### src/rtl/lpf_pkg.sv
package lpf_pkg;
   localparam int PFW         = 7;
   localparam int TW          = 20;
   localparam int RW          = 18;
   localparam int CW          = 16;
   localparam int GW          = 3;
   localparam int TSW         = 32;
   localparam int IW          = 4;
   localparam int NCH         = 2;
   localparam int CH_TRIP     = 0;
   localparam int CH_ALARM    = 1;
   localparam int NEV         = 5;
   localparam int EV_BLK      = 0;
   localparam int EV_START    = 1;
   localparam int EV_TRIP     = 2;
   localparam int EV_ASTART   = 3;
   localparam int EV_ALARM    = 4;
   localparam int NREC        = 12;
   localparam int CYC_MS      = 5;
   localparam int PRE_MS      = 20;
   localparam int PREF_MS     = 200;
   localparam int PRE_N       = PRE_MS / CYC_MS;
   localparam int PREF_N      = PREF_MS / CYC_MS;
   localparam int PCT         = 100;
   localparam int RLS_PCT     = 103;
   localparam int RATIO_SCALE = 10000;
   localparam int CT_MODE     = 0;
   localparam int CT_CLR      = 1;

   localparam logic [PFW-1:0] TRIP_THR_RST  = 7'h50;
   localparam logic [PFW-1:0] ALARM_THR_RST = 7'h5A;
   localparam logic [TW-1:0]  TRIP_DLY_RST  = 20'h0_0014;
   localparam logic [TW-1:0]  ALARM_DLY_RST = 20'h0_0014;
   localparam logic [TW-1:0]  REL_DLY_RST   = 20'h0_0004;
   localparam logic [2*NEV-1:0] EVT_EN_RST  = 10'h3FF;

   localparam logic [7:0] A_CTRL  = 8'h00;
   localparam logic [7:0] A_TTHR  = 8'h04;
   localparam logic [7:0] A_ATHR  = 8'h08;
   localparam logic [7:0] A_TDLY  = 8'h0C;
   localparam logic [7:0] A_ADLY  = 8'h10;
   localparam logic [7:0] A_RDLY  = 8'h14;
   localparam logic [7:0] A_STAT  = 8'h18;
   localparam logic [7:0] A_EXPA  = 8'h1C;
   localparam logic [7:0] A_REMA  = 8'h20;
   localparam logic [7:0] A_EXPT  = 8'h24;
   localparam logic [7:0] A_REMT  = 8'h28;
   localparam logic [7:0] A_RATA  = 8'h2C;
   localparam logic [7:0] A_RATT  = 8'h30;
   localparam logic [7:0] A_CBLK  = 8'h34;
   localparam logic [7:0] A_CSTA  = 8'h38;
   localparam logic [7:0] A_CTRP  = 8'h3C;
   localparam logic [7:0] A_CAST  = 8'h40;
   localparam logic [7:0] A_CALM  = 8'h44;
   localparam logic [7:0] A_FSEL  = 8'h48;
   localparam logic [7:0] A_FW0   = 8'h4C;
   localparam logic [7:0] A_FW1   = 8'h50;
   localparam logic [7:0] A_FW2   = 8'h54;
   localparam logic [7:0] A_EVEN  = 8'h58;

   typedef enum logic [2:0] {LPF_NORMAL, LPF_START, LPF_TRIP, LPF_BLOCKED, LPF_ASTART, LPF_ALARM} lpf_cond_e;

   typedef struct packed {
      logic          pick;
      logic          act;
      logic          done;
      logic          rel;
      logic [TW-1:0] cnt;
      logic [TW-1:0] rcnt;
   } lpf_chan_s;

   typedef struct packed {
      logic [TSW-1:0] stamp;
      logic [IW-1:0]  ev;
      logic [GW-1:0]  grp;
      logic [TW-1:0]  rem;
      logic [PFW-1:0] pf200;
      logic [PFW-1:0] pf20;
      logic [PFW-1:0] pf;
   } lpf_rec_s;

   typedef struct packed {
      logic [2:0]                  blk_sy;
      logic                        blk_s;
      lpf_chan_s [NCH-1:0]         ch;
      logic [NCH-1:0][RW-1:0]      ratio;
      logic [NEV-1:0]              outs;
      lpf_cond_e                   cond;
      logic                        trips_only;
      logic [NCH-1:0][PFW-1:0]     thr;
      logic [NCH-1:0][TW-1:0]      dly;
      logic [TW-1:0]               rel_dly;
      logic [2*NEV-1:0]            evt_en;
      logic [2*NEV-1:0]            evp;
      logic [TSW-1:0]              evt_stamp;
      logic                        evt_valid;
      logic [IW-1:0]               evt_code;
      logic [NEV-1:0][CW-1:0]      cnt;
      lpf_rec_s [NREC-1:0]         rec;
      logic [IW-1:0]               wptr;
      logic [IW-1:0]               nrec;
      logic [IW-1:0]               sel;
      logic [PREF_N-1:0][PFW-1:0]  hist;
      logic                        pready;
      logic                        pslverr;
      logic [31:0]                 prdata;
   } lpf_state_s;
endpackage

### src/rtl/lpf_stage_supervisor.sv
`timescale 1ns/1ns
module lpf_stage_supervisor
(
   input  wire logic                          pclk,
   input  wire logic                          presetn,
   input  wire logic                          psel,
   input  wire logic                          penable,
   input  wire logic                          pwrite,
   input  wire logic [7:0]                    paddr,
   input  wire logic [31:0]                   pwdata,
   output wire logic [31:0]                   prdata,
   output wire logic                          pready,
   output wire logic                          pslverr,
   input  wire logic                          pf_valid,
   input  wire logic [lpf_pkg::PFW-1:0]       pf_value,
   input  wire logic                          blk_in,
   input  wire logic [lpf_pkg::TSW-1:0]       time_stamp,
   input  wire logic [lpf_pkg::GW-1:0]        setting_group,
   output wire logic                          stage_blocked,
   output wire logic                          stage_start,
   output wire logic                          stage_trip,
   output wire logic                          stage_alarm_start,
   output wire logic                          stage_alarm,
   output lpf_pkg::lpf_cond_e                 stage_condition,
   output wire logic                          pf_event_valid,
   output wire logic [lpf_pkg::IW-1:0]        pf_event_code,
   output wire logic [lpf_pkg::TSW-1:0]       pf_event_stamp
);

   // ------------------------------------------------------------
   // Helpers
   // ------------------------------------------------------------
   function automatic logic pick_fn
   (
      input logic                    held,
      input logic [lpf_pkg::PFW-1:0] pf,
      input logic [lpf_pkg::PFW-1:0] thr
   );
      logic [13:0] a;
      logic [13:0] b;
      a = 14'(pf) * 14'(lpf_pkg::PCT);
      b = 14'(thr) * 14'(lpf_pkg::RLS_PCT);
      if (held)
      begin
         pick_fn = !(a > b);
      end
      else
      begin
         pick_fn = (pf < thr);
      end
   endfunction

   function automatic logic [lpf_pkg::RW-1:0] ratio_fn
   (
      input logic [lpf_pkg::PFW-1:0] pf,
      input logic [lpf_pkg::PFW-1:0] thr
   );
      logic [31:0] q;
      q = (32'(pf) * 32'(lpf_pkg::RATIO_SCALE)) / ((thr == '0) ? 32'h0000_0001 : 32'(thr));
      ratio_fn = q[lpf_pkg::RW-1:0];
   endfunction

   // Wraps to two's complement, which gives the signed trip countdown.
   function automatic logic [lpf_pkg::TW-1:0] remain_fn
   (
      input lpf_pkg::lpf_chan_s     c,
      input logic [lpf_pkg::TW-1:0] d
   );
      remain_fn = (c.act | c.done) ? d - c.cnt : '0;
   endfunction

   function automatic logic [lpf_pkg::TW-1:0] clip_fn
   (
      input logic [lpf_pkg::TW-1:0] v
   );
      clip_fn = v[lpf_pkg::TW-1] ? '0 : v;
   endfunction

   // ------------------------------------------------------------
   // State
   // ------------------------------------------------------------
   lpf_pkg::lpf_state_s                      st_r;
   lpf_pkg::lpf_state_s                      st_nxt;
   lpf_pkg::lpf_chan_s [lpf_pkg::NCH-1:0]    chn;
   logic [lpf_pkg::NCH-1:0]                  pk;
   logic [lpf_pkg::NCH-1:0]                  en;
   logic [lpf_pkg::NEV-1:0]                  o_new;
   logic [lpf_pkg::NEV-1:0]                  ev_on;
   logic [lpf_pkg::NEV-1:0]                  ev_off;
   logic [lpf_pkg::NEV-1:0]                  clr;
   logic [31:0]                              rdat;
   logic [lpf_pkg::TW-1:0]                   rem_t;
   logic [lpf_pkg::TW-1:0]                   rem_a;
   logic                                     hit;
   logic                                     setup;
   logic                                     wr;
   logic                                     blk;
   logic                                     found;
   logic [lpf_pkg::IW-1:0]                   ecode;

   assign prdata            = st_r.prdata;
   assign pready            = st_r.pready;
   assign pslverr           = st_r.pslverr;
   assign stage_blocked     = st_r.outs[lpf_pkg::EV_BLK];
   assign stage_start       = st_r.outs[lpf_pkg::EV_START];
   assign stage_trip        = st_r.outs[lpf_pkg::EV_TRIP];
   assign stage_alarm_start = st_r.outs[lpf_pkg::EV_ASTART];
   assign stage_alarm       = st_r.outs[lpf_pkg::EV_ALARM];
   assign stage_condition   = st_r.cond;
   assign pf_event_valid    = st_r.evt_valid;
   assign pf_event_code     = st_r.evt_code;
   assign pf_event_stamp    = st_r.evt_stamp;

   always_comb
   begin
      st_nxt = st_r;
      chn    = st_r.ch;
      pk     = '0;
      en     = '0;
      o_new  = st_r.outs;
      ev_on  = '0;
      ev_off = '0;
      clr    = '0;
      rdat   = '0;
      hit    = 1'b1;
      found  = 1'b0;
      ecode  = '0;
      blk    = st_r.blk_s;
      setup  = psel & ~penable;
      wr     = psel & penable & st_r.pready & pwrite;
      rem_t  = remain_fn(st_r.ch[lpf_pkg::CH_TRIP], st_r.dly[lpf_pkg::CH_TRIP]);
      rem_a  = clip_fn(remain_fn(st_r.ch[lpf_pkg::CH_ALARM], st_r.dly[lpf_pkg::CH_ALARM]));

      // ------------------------------------------------------------
      // Blocking input synchroniser
      // ------------------------------------------------------------
      st_nxt.blk_sy = {st_r.blk_sy[1:0], blk_in};
      if (st_r.blk_sy[1] == st_r.blk_sy[2])
      begin
         st_nxt.blk_s = st_r.blk_sy[2];
      end

      // ------------------------------------------------------------
      // APB slave, no wait states, answer registered
      // ------------------------------------------------------------
      case (paddr)
         lpf_pkg::A_CTRL: rdat = 32'(st_r.trips_only);
         lpf_pkg::A_TTHR: rdat = 32'(st_r.thr[lpf_pkg::CH_TRIP]);
         lpf_pkg::A_ATHR: rdat = 32'(st_r.thr[lpf_pkg::CH_ALARM]);
         lpf_pkg::A_TDLY: rdat = 32'(st_r.dly[lpf_pkg::CH_TRIP]);
         lpf_pkg::A_ADLY: rdat = 32'(st_r.dly[lpf_pkg::CH_ALARM]);
         lpf_pkg::A_RDLY: rdat = 32'(st_r.rel_dly);
         lpf_pkg::A_STAT: rdat = 32'({st_r.outs, 1'b0, st_r.cond});
         lpf_pkg::A_EXPA: rdat = 32'(st_r.dly[lpf_pkg::CH_ALARM]);
         lpf_pkg::A_REMA: rdat = 32'(rem_a);
         lpf_pkg::A_EXPT: rdat = 32'(st_r.dly[lpf_pkg::CH_TRIP]);
         lpf_pkg::A_REMT: rdat = {{(32-lpf_pkg::TW){rem_t[lpf_pkg::TW-1]}}, rem_t};
         lpf_pkg::A_RATA: rdat = 32'(st_r.ratio[lpf_pkg::CH_ALARM]);
         lpf_pkg::A_RATT: rdat = 32'(st_r.ratio[lpf_pkg::CH_TRIP]);
         lpf_pkg::A_CBLK: rdat = 32'(st_r.cnt[lpf_pkg::EV_BLK]);
         lpf_pkg::A_CSTA: rdat = 32'(st_r.cnt[lpf_pkg::EV_START]);
         lpf_pkg::A_CTRP: rdat = 32'(st_r.cnt[lpf_pkg::EV_TRIP]);
         lpf_pkg::A_CAST: rdat = 32'(st_r.cnt[lpf_pkg::EV_ASTART]);
         lpf_pkg::A_CALM: rdat = 32'(st_r.cnt[lpf_pkg::EV_ALARM]);
         lpf_pkg::A_FSEL: rdat = 32'({st_r.nrec, st_r.wptr, st_r.sel});
         lpf_pkg::A_FW0:  rdat = 32'(st_r.rec[st_r.sel].stamp);
         lpf_pkg::A_FW1:  rdat = 32'({st_r.rec[st_r.sel].ev, st_r.rec[st_r.sel].grp, 5'h00,
                                      st_r.rec[st_r.sel].rem});
         lpf_pkg::A_FW2:  rdat = 32'({st_r.rec[st_r.sel].pf200, st_r.rec[st_r.sel].pf20,
                                      st_r.rec[st_r.sel].pf});
         lpf_pkg::A_EVEN: rdat = 32'(st_r.evt_en);
         default:         hit  = 1'b0;
      endcase
      st_nxt.pready  = setup;
      st_nxt.pslverr = setup & ~hit;
      if (setup)
      begin
         st_nxt.prdata = hit ? rdat : '0;
      end

      if (wr)
      begin
         case (paddr)
            lpf_pkg::A_CTRL:
            begin
               st_nxt.trips_only = pwdata[lpf_pkg::CT_MODE];
               clr               = pwdata[lpf_pkg::CT_CLR +: lpf_pkg::NEV];
            end
            lpf_pkg::A_TTHR: st_nxt.thr[lpf_pkg::CH_TRIP]  = pwdata[lpf_pkg::PFW-1:0];
            lpf_pkg::A_ATHR: st_nxt.thr[lpf_pkg::CH_ALARM] = pwdata[lpf_pkg::PFW-1:0];
            lpf_pkg::A_TDLY: st_nxt.dly[lpf_pkg::CH_TRIP]  = pwdata[lpf_pkg::TW-1:0];
            lpf_pkg::A_ADLY: st_nxt.dly[lpf_pkg::CH_ALARM] = pwdata[lpf_pkg::TW-1:0];
            lpf_pkg::A_RDLY: st_nxt.rel_dly                = pwdata[lpf_pkg::TW-1:0];
            lpf_pkg::A_FSEL:
            begin
               if (pwdata[lpf_pkg::IW-1:0] < 4'(lpf_pkg::NREC))
               begin
                  st_nxt.sel = pwdata[lpf_pkg::IW-1:0];
               end
            end
            lpf_pkg::A_EVEN: st_nxt.evt_en = pwdata[2*lpf_pkg::NEV-1:0];
            default:
            begin
            end
         endcase
      end

      // A cleared counter that sees an event in the same cycle restarts at one.
      for (int i = 0; i < lpf_pkg::NEV; i++)
      begin
         if (clr[i])
         begin
            st_nxt.cnt[i] = '0;
         end
      end

      // ------------------------------------------------------------
      // Event port, one queued event per clock
      // ------------------------------------------------------------
      st_nxt.evt_valid = 1'b0;
      for (int k = 2*lpf_pkg::NEV-1; k >= 0; k--)
      begin
         if (st_r.evp[k])
         begin
            found = 1'b1;
            ecode = 4'(k);
         end
      end
      if (found)
      begin
         st_nxt.evt_valid     = 1'b1;
         st_nxt.evt_code      = ecode;
         st_nxt.evp[ecode]    = 1'b0;
      end

      // ------------------------------------------------------------
      // Processing cycle, one per power factor sample
      // ------------------------------------------------------------
      if (pf_valid)
      begin
         st_nxt.hist = {st_r.hist[lpf_pkg::PREF_N-2:0], pf_value};
         for (int c = 0; c < lpf_pkg::NCH; c++)
         begin
            en[c]  = (c == lpf_pkg::CH_TRIP) | ~st_r.trips_only;
            pk[c]  = pick_fn(st_r.ch[c].pick, pf_value, st_r.thr[c]) & en[c];
            chn[c].pick = pk[c];
            st_nxt.ratio[c] = en[c] ? ratio_fn(pf_value, st_r.thr[c]) : '0;
            if (!en[c])
            begin
               chn[c] = '0;
            end
            else if (pk[c] & ~blk)
            begin
               chn[c].act = 1'b1;
               chn[c].rel = 1'b0;
               if (!chn[c].done)
               begin
                  if (chn[c].cnt >= st_r.dly[c])
                  begin
                     chn[c].done = 1'b1;
                  end
                  else
                  begin
                     chn[c].cnt = chn[c].cnt + 20'h0_0001;
                  end
               end
               if (chn[c].cnt >= st_r.dly[c])
               begin
                  chn[c].done = 1'b1;
               end
            end
            else if (st_r.ch[c].act | st_r.ch[c].done)
            begin
               chn[c].act  = 1'b0;
               chn[c].done = 1'b0;
               chn[c].rel  = 1'b1;
               chn[c].rcnt = '0;
            end
            else if (st_r.ch[c].rel)
            begin
               if (st_r.ch[c].rcnt + 20'h0_0001 >= st_r.rel_dly)
               begin
                  chn[c].rel = 1'b0;
                  chn[c].cnt = '0;
               end
               else
               begin
                  chn[c].rcnt = st_r.ch[c].rcnt + 20'h0_0001;
               end
            end
         end
         st_nxt.ch = chn;

         o_new[lpf_pkg::EV_BLK]    = blk & (|pk);
         o_new[lpf_pkg::EV_START]  = chn[lpf_pkg::CH_TRIP].act;
         o_new[lpf_pkg::EV_TRIP]   = chn[lpf_pkg::CH_TRIP].done;
         o_new[lpf_pkg::EV_ASTART] = chn[lpf_pkg::CH_ALARM].act;
         o_new[lpf_pkg::EV_ALARM]  = chn[lpf_pkg::CH_ALARM].done;
         st_nxt.outs = o_new;

         if (o_new[lpf_pkg::EV_TRIP])
         begin
            st_nxt.cond = lpf_pkg::LPF_TRIP;
         end
         else if (o_new[lpf_pkg::EV_START])
         begin
            st_nxt.cond = lpf_pkg::LPF_START;
         end
         else if (o_new[lpf_pkg::EV_BLK])
         begin
            st_nxt.cond = lpf_pkg::LPF_BLOCKED;
         end
         else if (o_new[lpf_pkg::EV_ALARM])
         begin
            st_nxt.cond = lpf_pkg::LPF_ALARM;
         end
         else if (o_new[lpf_pkg::EV_ASTART])
         begin
            st_nxt.cond = lpf_pkg::LPF_ASTART;
         end
         else
         begin
            st_nxt.cond = lpf_pkg::LPF_NORMAL;
         end

         ev_on  = o_new & ~st_r.outs;
         ev_off = st_r.outs & ~o_new;
         if ((ev_on | ev_off) != '0)
         begin
            st_nxt.evt_stamp = time_stamp;
         end
         for (int i = 0; i < lpf_pkg::NEV; i++)
         begin
            if (ev_on[i] & st_r.evt_en[2*i])
            begin
               st_nxt.evp[2*i] = 1'b1;
            end
            if (ev_off[i] & st_r.evt_en[2*i+1])
            begin
               st_nxt.evp[2*i+1] = 1'b1;
            end
            if (ev_on[i])
            begin
               st_nxt.cnt[i] = st_nxt.cnt[i] + 16'h0001;
            end
         end

         // A trip and a start in one cycle share one record, named after the trip.
         if (ev_on[lpf_pkg::EV_START] | ev_on[lpf_pkg::EV_TRIP] | ev_on[lpf_pkg::EV_BLK])
         begin
            st_nxt.rec[st_r.wptr].stamp = time_stamp;
            st_nxt.rec[st_r.wptr].ev    = ev_on[lpf_pkg::EV_TRIP]  ? 4'(2*lpf_pkg::EV_TRIP) :
                                          ev_on[lpf_pkg::EV_START] ? 4'(2*lpf_pkg::EV_START) :
                                                                     4'(2*lpf_pkg::EV_BLK);
            st_nxt.rec[st_r.wptr].pf    = pf_value;
            st_nxt.rec[st_r.wptr].pf20  = st_r.hist[lpf_pkg::PRE_N-1];
            st_nxt.rec[st_r.wptr].pf200 = st_r.hist[lpf_pkg::PREF_N-1];
            st_nxt.rec[st_r.wptr].grp   = setting_group;
            st_nxt.rec[st_r.wptr].rem   = clip_fn(remain_fn(chn[lpf_pkg::CH_TRIP],
                                                            st_r.dly[lpf_pkg::CH_TRIP]));
            st_nxt.wptr = (st_r.wptr == 4'(lpf_pkg::NREC-1)) ? '0 : st_r.wptr + 4'h1;
            if (st_r.nrec < 4'(lpf_pkg::NREC))
            begin
               st_nxt.nrec = st_r.nrec + 4'h1;
            end
         end
      end
   end

   // ------------------------------------------------------------
   // Register
   // ------------------------------------------------------------
   always_ff @(posedge pclk or negedge presetn)
   begin
      if (!presetn)
      begin
         st_r                          <= '0;
         st_r.thr[lpf_pkg::CH_TRIP]    <= lpf_pkg::TRIP_THR_RST;
         st_r.thr[lpf_pkg::CH_ALARM]   <= lpf_pkg::ALARM_THR_RST;
         st_r.dly[lpf_pkg::CH_TRIP]    <= lpf_pkg::TRIP_DLY_RST;
         st_r.dly[lpf_pkg::CH_ALARM]   <= lpf_pkg::ALARM_DLY_RST;
         st_r.rel_dly                  <= lpf_pkg::REL_DLY_RST;
         st_r.evt_en                   <= lpf_pkg::EVT_EN_RST;
      end
      else
      begin
         st_r <= st_nxt;
      end
   end

endmodule

### config.mk
export PLATFORM = sky130hd
export DESIGN_NAME = lpf_stage_supervisor
export DESIGN_NICKNAME = d
export VERILOG_FILES = /design/src/rtl/lpf_pkg.sv /design/src/rtl/lpf_stage_supervisor.sv
export SDC_FILE = /design/constraint.sdc
export NUM_CORES = 2
export LEC_CHECK = 0
export BUFFER_PORTS_ARGS = -buffer_cell sky130_fd_sc_hd__buf_2
export CAP_MARGIN = 25
export CORE_ASPECT_RATIO = 0.75
export CORE_MARGIN = 5
export CORE_UTILIZATION = 60
export CTS_CLUSTER_DIAMETER = 50
export DETAILED_ROUTE_END_ITERATION = 6
export GPL_TIMING_DRIVEN = 0
export PLACE_DENSITY = 0.76
export RECOVER_POWER = 25
export SYNTH_ARGS = -nofsm -noshare
export SYNTH_HDL_FRONTEND = slang
export SYNTH_SLANG_ARGS = --single-unit
### constraint.sdc
create_clock -name pclk -period 122.1 [get_ports pclk]
set_input_delay 6.105 -clock pclk [delete_from_list [all_inputs] [get_ports pclk]]
set_output_delay 6.105 -clock pclk [all_outputs]
set_load 0.05 [all_outputs]
==> qor.yml <==
syn_to_final_growth_pct: 9.61
hold_start: "st_nxt[1632]$_DFF_PN0_"
max_freq_mhz: 9.39
synth_cell_types: 154
synthFlopType: "dfrtp_1"
drt_pass1_iterations: 7
overflow: 0
worstPathArrival_ps: 107160
max_stage_delay_ps: 970
remaining_drc_errors: 14
ios: 168
drtIter0Drc: 15220
core-area_um2: 197000
start_kind: "primary input"
yosysTopAreaCell: "dfrtp_1"
synth_commonest_cells: "2326 x nand2_1, 1609 x dfrtp_1, 859 x nor2_1"
post-route-period-util_pct: 87.3
syn_area_per_cell_um2: 9.01
grt_pass1_vias: 104263
min_period_ps: 106530
cts_made_buffers: 168
async_flop_share_pct: 100
hold_path_class: "flip-flop to flip-flop"
routed_via_density: 6.76
dpl.hpwl_mm: 338
io_buffer_count: 151
cp-end-kind: "flip-flop"
cpMostUsedCell: "o21a_1"
grt_max_degree: 179
synth_edf_count: 0
clock-sinks: 1630
r2r_setup_slack_ps: 23210
maxCapViolCount: 7
syn_area_um2: 119000
n_fill_cell: 15909
multi_input_area_um2: 73500
synth.area.top_cells: "dfrtp_1 34%, ha_1 7.8%, nand2_1 7.4%"
cp.required_ps: 122720
clkLatencyLatePin_ps: 840
cts_hold_buf: 0
rsz0062_at_grt: "false"
path_class: "primary input to flip-flop"
dieWidth_um: 524
relSlewSlack_pct: -476
cts-root-buf: "clkbuf_16"
syn_inst: 13164
finalHoldViolations: 0
cts_resized: 0
nNetsFinal: 14468
leakagePower_uw: 0.0596
power_density_nw_per_um2: 32.4
dieHeight_um: 395
synth_most_common_cell: "nand2_1"
synth_seq_cells: 1630
routabilityCongestion: 1.06
postRouteAntennaNets: 0
fin_setup_tns_ps: 0
whs_path_depth: 0
initial_core_util_pct: 60.3
r2r_cells: 399
status: "finished, violations left"
wl_per_cell_um: 26.5
path_clk_slew_ps: 60
rows: 141
min_to: "st_nxt[1633]$_DFF_PN0_"
final_util_pct: 66.1
worst_slew_pin_slew_ps: 8640
seqCellArea_um2: 40800
reg2reg_to: "st_r[1506]$_DFFE_PN0P_"
violations: "design-rule violations, max-capacitance violations, max-slew violations"
ctsHtreeMaxLevel: 4
antenna_found_initial: 42
setup_viol: 0
drive_gt1_share_pct: 13.8
ys_warn_count: 0
r2r-start: "st_r[1488]$_DFFE_PN0P_"
grt_first_pass_wirelength_mm: 650
cts_setup_buffers: 0
vias: 110857
ir_drop_v: 0.0000566
yosysSeqAreaShare_pct: 34.4
timing.final.max_slew_violations: 878
synth_top_area_share_pct: 33.9
cts_tree: "built"
grt.total_usage_pct: 40.8
clk_path_buf_depth: 4
totalWireLength_mm: 435
critPathMaxFanout: 13
crit_path_top_delay_cell: "nor4_1"
die_area_um2: 207000
fin_skew_ps: 86.5
==> critical path, delay by kind of cell <==
| kind | cells | cell delay [ps] |
|---|---|---|
| adder cells (fa/ha/maj) | 37 | 11390 |
| buffers and inverters | 38 | 11970 |
| multiplexers | 11 | 3540 |
| AND/OR/NAND/NOR | 121 | 30620 |
| AO/OA/AOI/OAI | 199 | 43110 |
| XOR/XNOR | 1 | 110 |
==> cell usage in the layout (no fill, tap or decap), types with 61 or more instances in the layout <==
cell type,n
a211oi_1,75
a21o_1,172
a21oi_1,522
a22oi_1,84
a31oi_1,115
and2_1,156
and3_1,126
and4_1,61
buf_2,195
buf_4,106
clkbuf_1,529
clkbuf_16,170
dfrtp_1,1609
ha_1,744
inv_1,373
mux2_2,667
mux2i_1,143
mux4_2,240
nand2_1,2316
nand2b_1,133
nand3_1,282
nand4_1,166
nor2_1,856
nor2b_1,127
nor3_1,436
nor4_1,66
o21a_1,293
o21ai_0,728
o31ai_1,148
or2_2,73
or3_1,100
xnor2_1,353
xor2_1,187
==> area by class of cell <==
cell class / count / area share, %
Sequential cell: 1630 / 31.4
Tap cell: 2645 / 2.54
Clock inverter: 60 / 0.544
Inverter: 375 / 1.08
Multi-Input combinational cell: 10485 / 56.5
Clock buffer: 236 / 3.68
Buffer: 683 / 2.32
Antenna cell: 30 / 0.0577
Timing Repair Buffer: 259 / 1.87
==> worst max-delay path by stage <==
| stage | start | endpoint | cells after the start |
|---|---|---|---|
| global route | pf_value[3] | st_r[1506]$_DFFE_PN0P_ | 408 |
| global placement | pf_value[2] | st_r[1506]$_DFFE_PN0P_ | 394 |
| floorplan | pf_value[2] | st_r[1506]$_DFFE_PN0P_ | 408 |
| CTS | pf_value[3] | st_r[1506]$_DFFE_PN0P_ | 406 |
| detailed placement | pf_value[3] | st_r[1506]$_DFFE_PN0P_ | 406 |
| finish | pf_value[3] | st_r[1506]$_DFFE_PN0P_ | 407 |
==> where the power goes <==
group,switching (µW),leakage [µW],total (µW),internal (µW)
clock,228,0.00270,526,299
sequential,99.5,0.0211,796,697
combinational,1860,0.0358,2900,1030
==> per-stage QoR <==
| stage | cells | hold WS [ps] | power [µW] | instance area, µm² | worst slack [ps] |
|---|---|---|---|---|---|
| floorplan | 13173 | 331 | 2860 | 119000 | 37270 |
| global placement | 15969 | 334 | 3500 | 123000 | 18500 |
| detailed placement | 16063 | 335 | 3580 | 124000 | 18080 |
| CTS | 16359 | 349 | 4120 | 130000 | 18400 |
| global route | 16390 | 361 | 4490 | 130000 | 8860 |
| finish | 16403 | 349 | 4220 | 130000 | 15570 |
==> cell families (layout without fill, tap and decap cells) <==
family                     Yosys count  count (layout)  share of synthesized area [%]
and+or+nand+nor                   5151            5151                           20.4
AOI/OAI and AO/OA                 2936            2936                           16.8
DFF                               1630            1630                           34.4
muxes                             1065            1065                           12.2
buffers and inverters             1058            1613                           3.72
adders and majority gates          781             781                           8.44
xor gates and xnor gates           542             542                           4.01
other                                1              40                        0.00316
==> per-layer routing <==
| metal | vias to the layer above | part of all wire (%) | global-route usage (%) |
|---|---|---|---|
| li1 | 48534 | - | - |
| met1 | 54790 | 42 | 59.6 |
| met2 | 6460 | 40 | 55.1 |
| met3 | 1051 | 14 | 14.2 |
| met4 | 22 | 4.5 | 15.7 |
| met5 | - | 0.066 | 0.443 |
No activity file was read; power rests on OpenSTA's default activity.
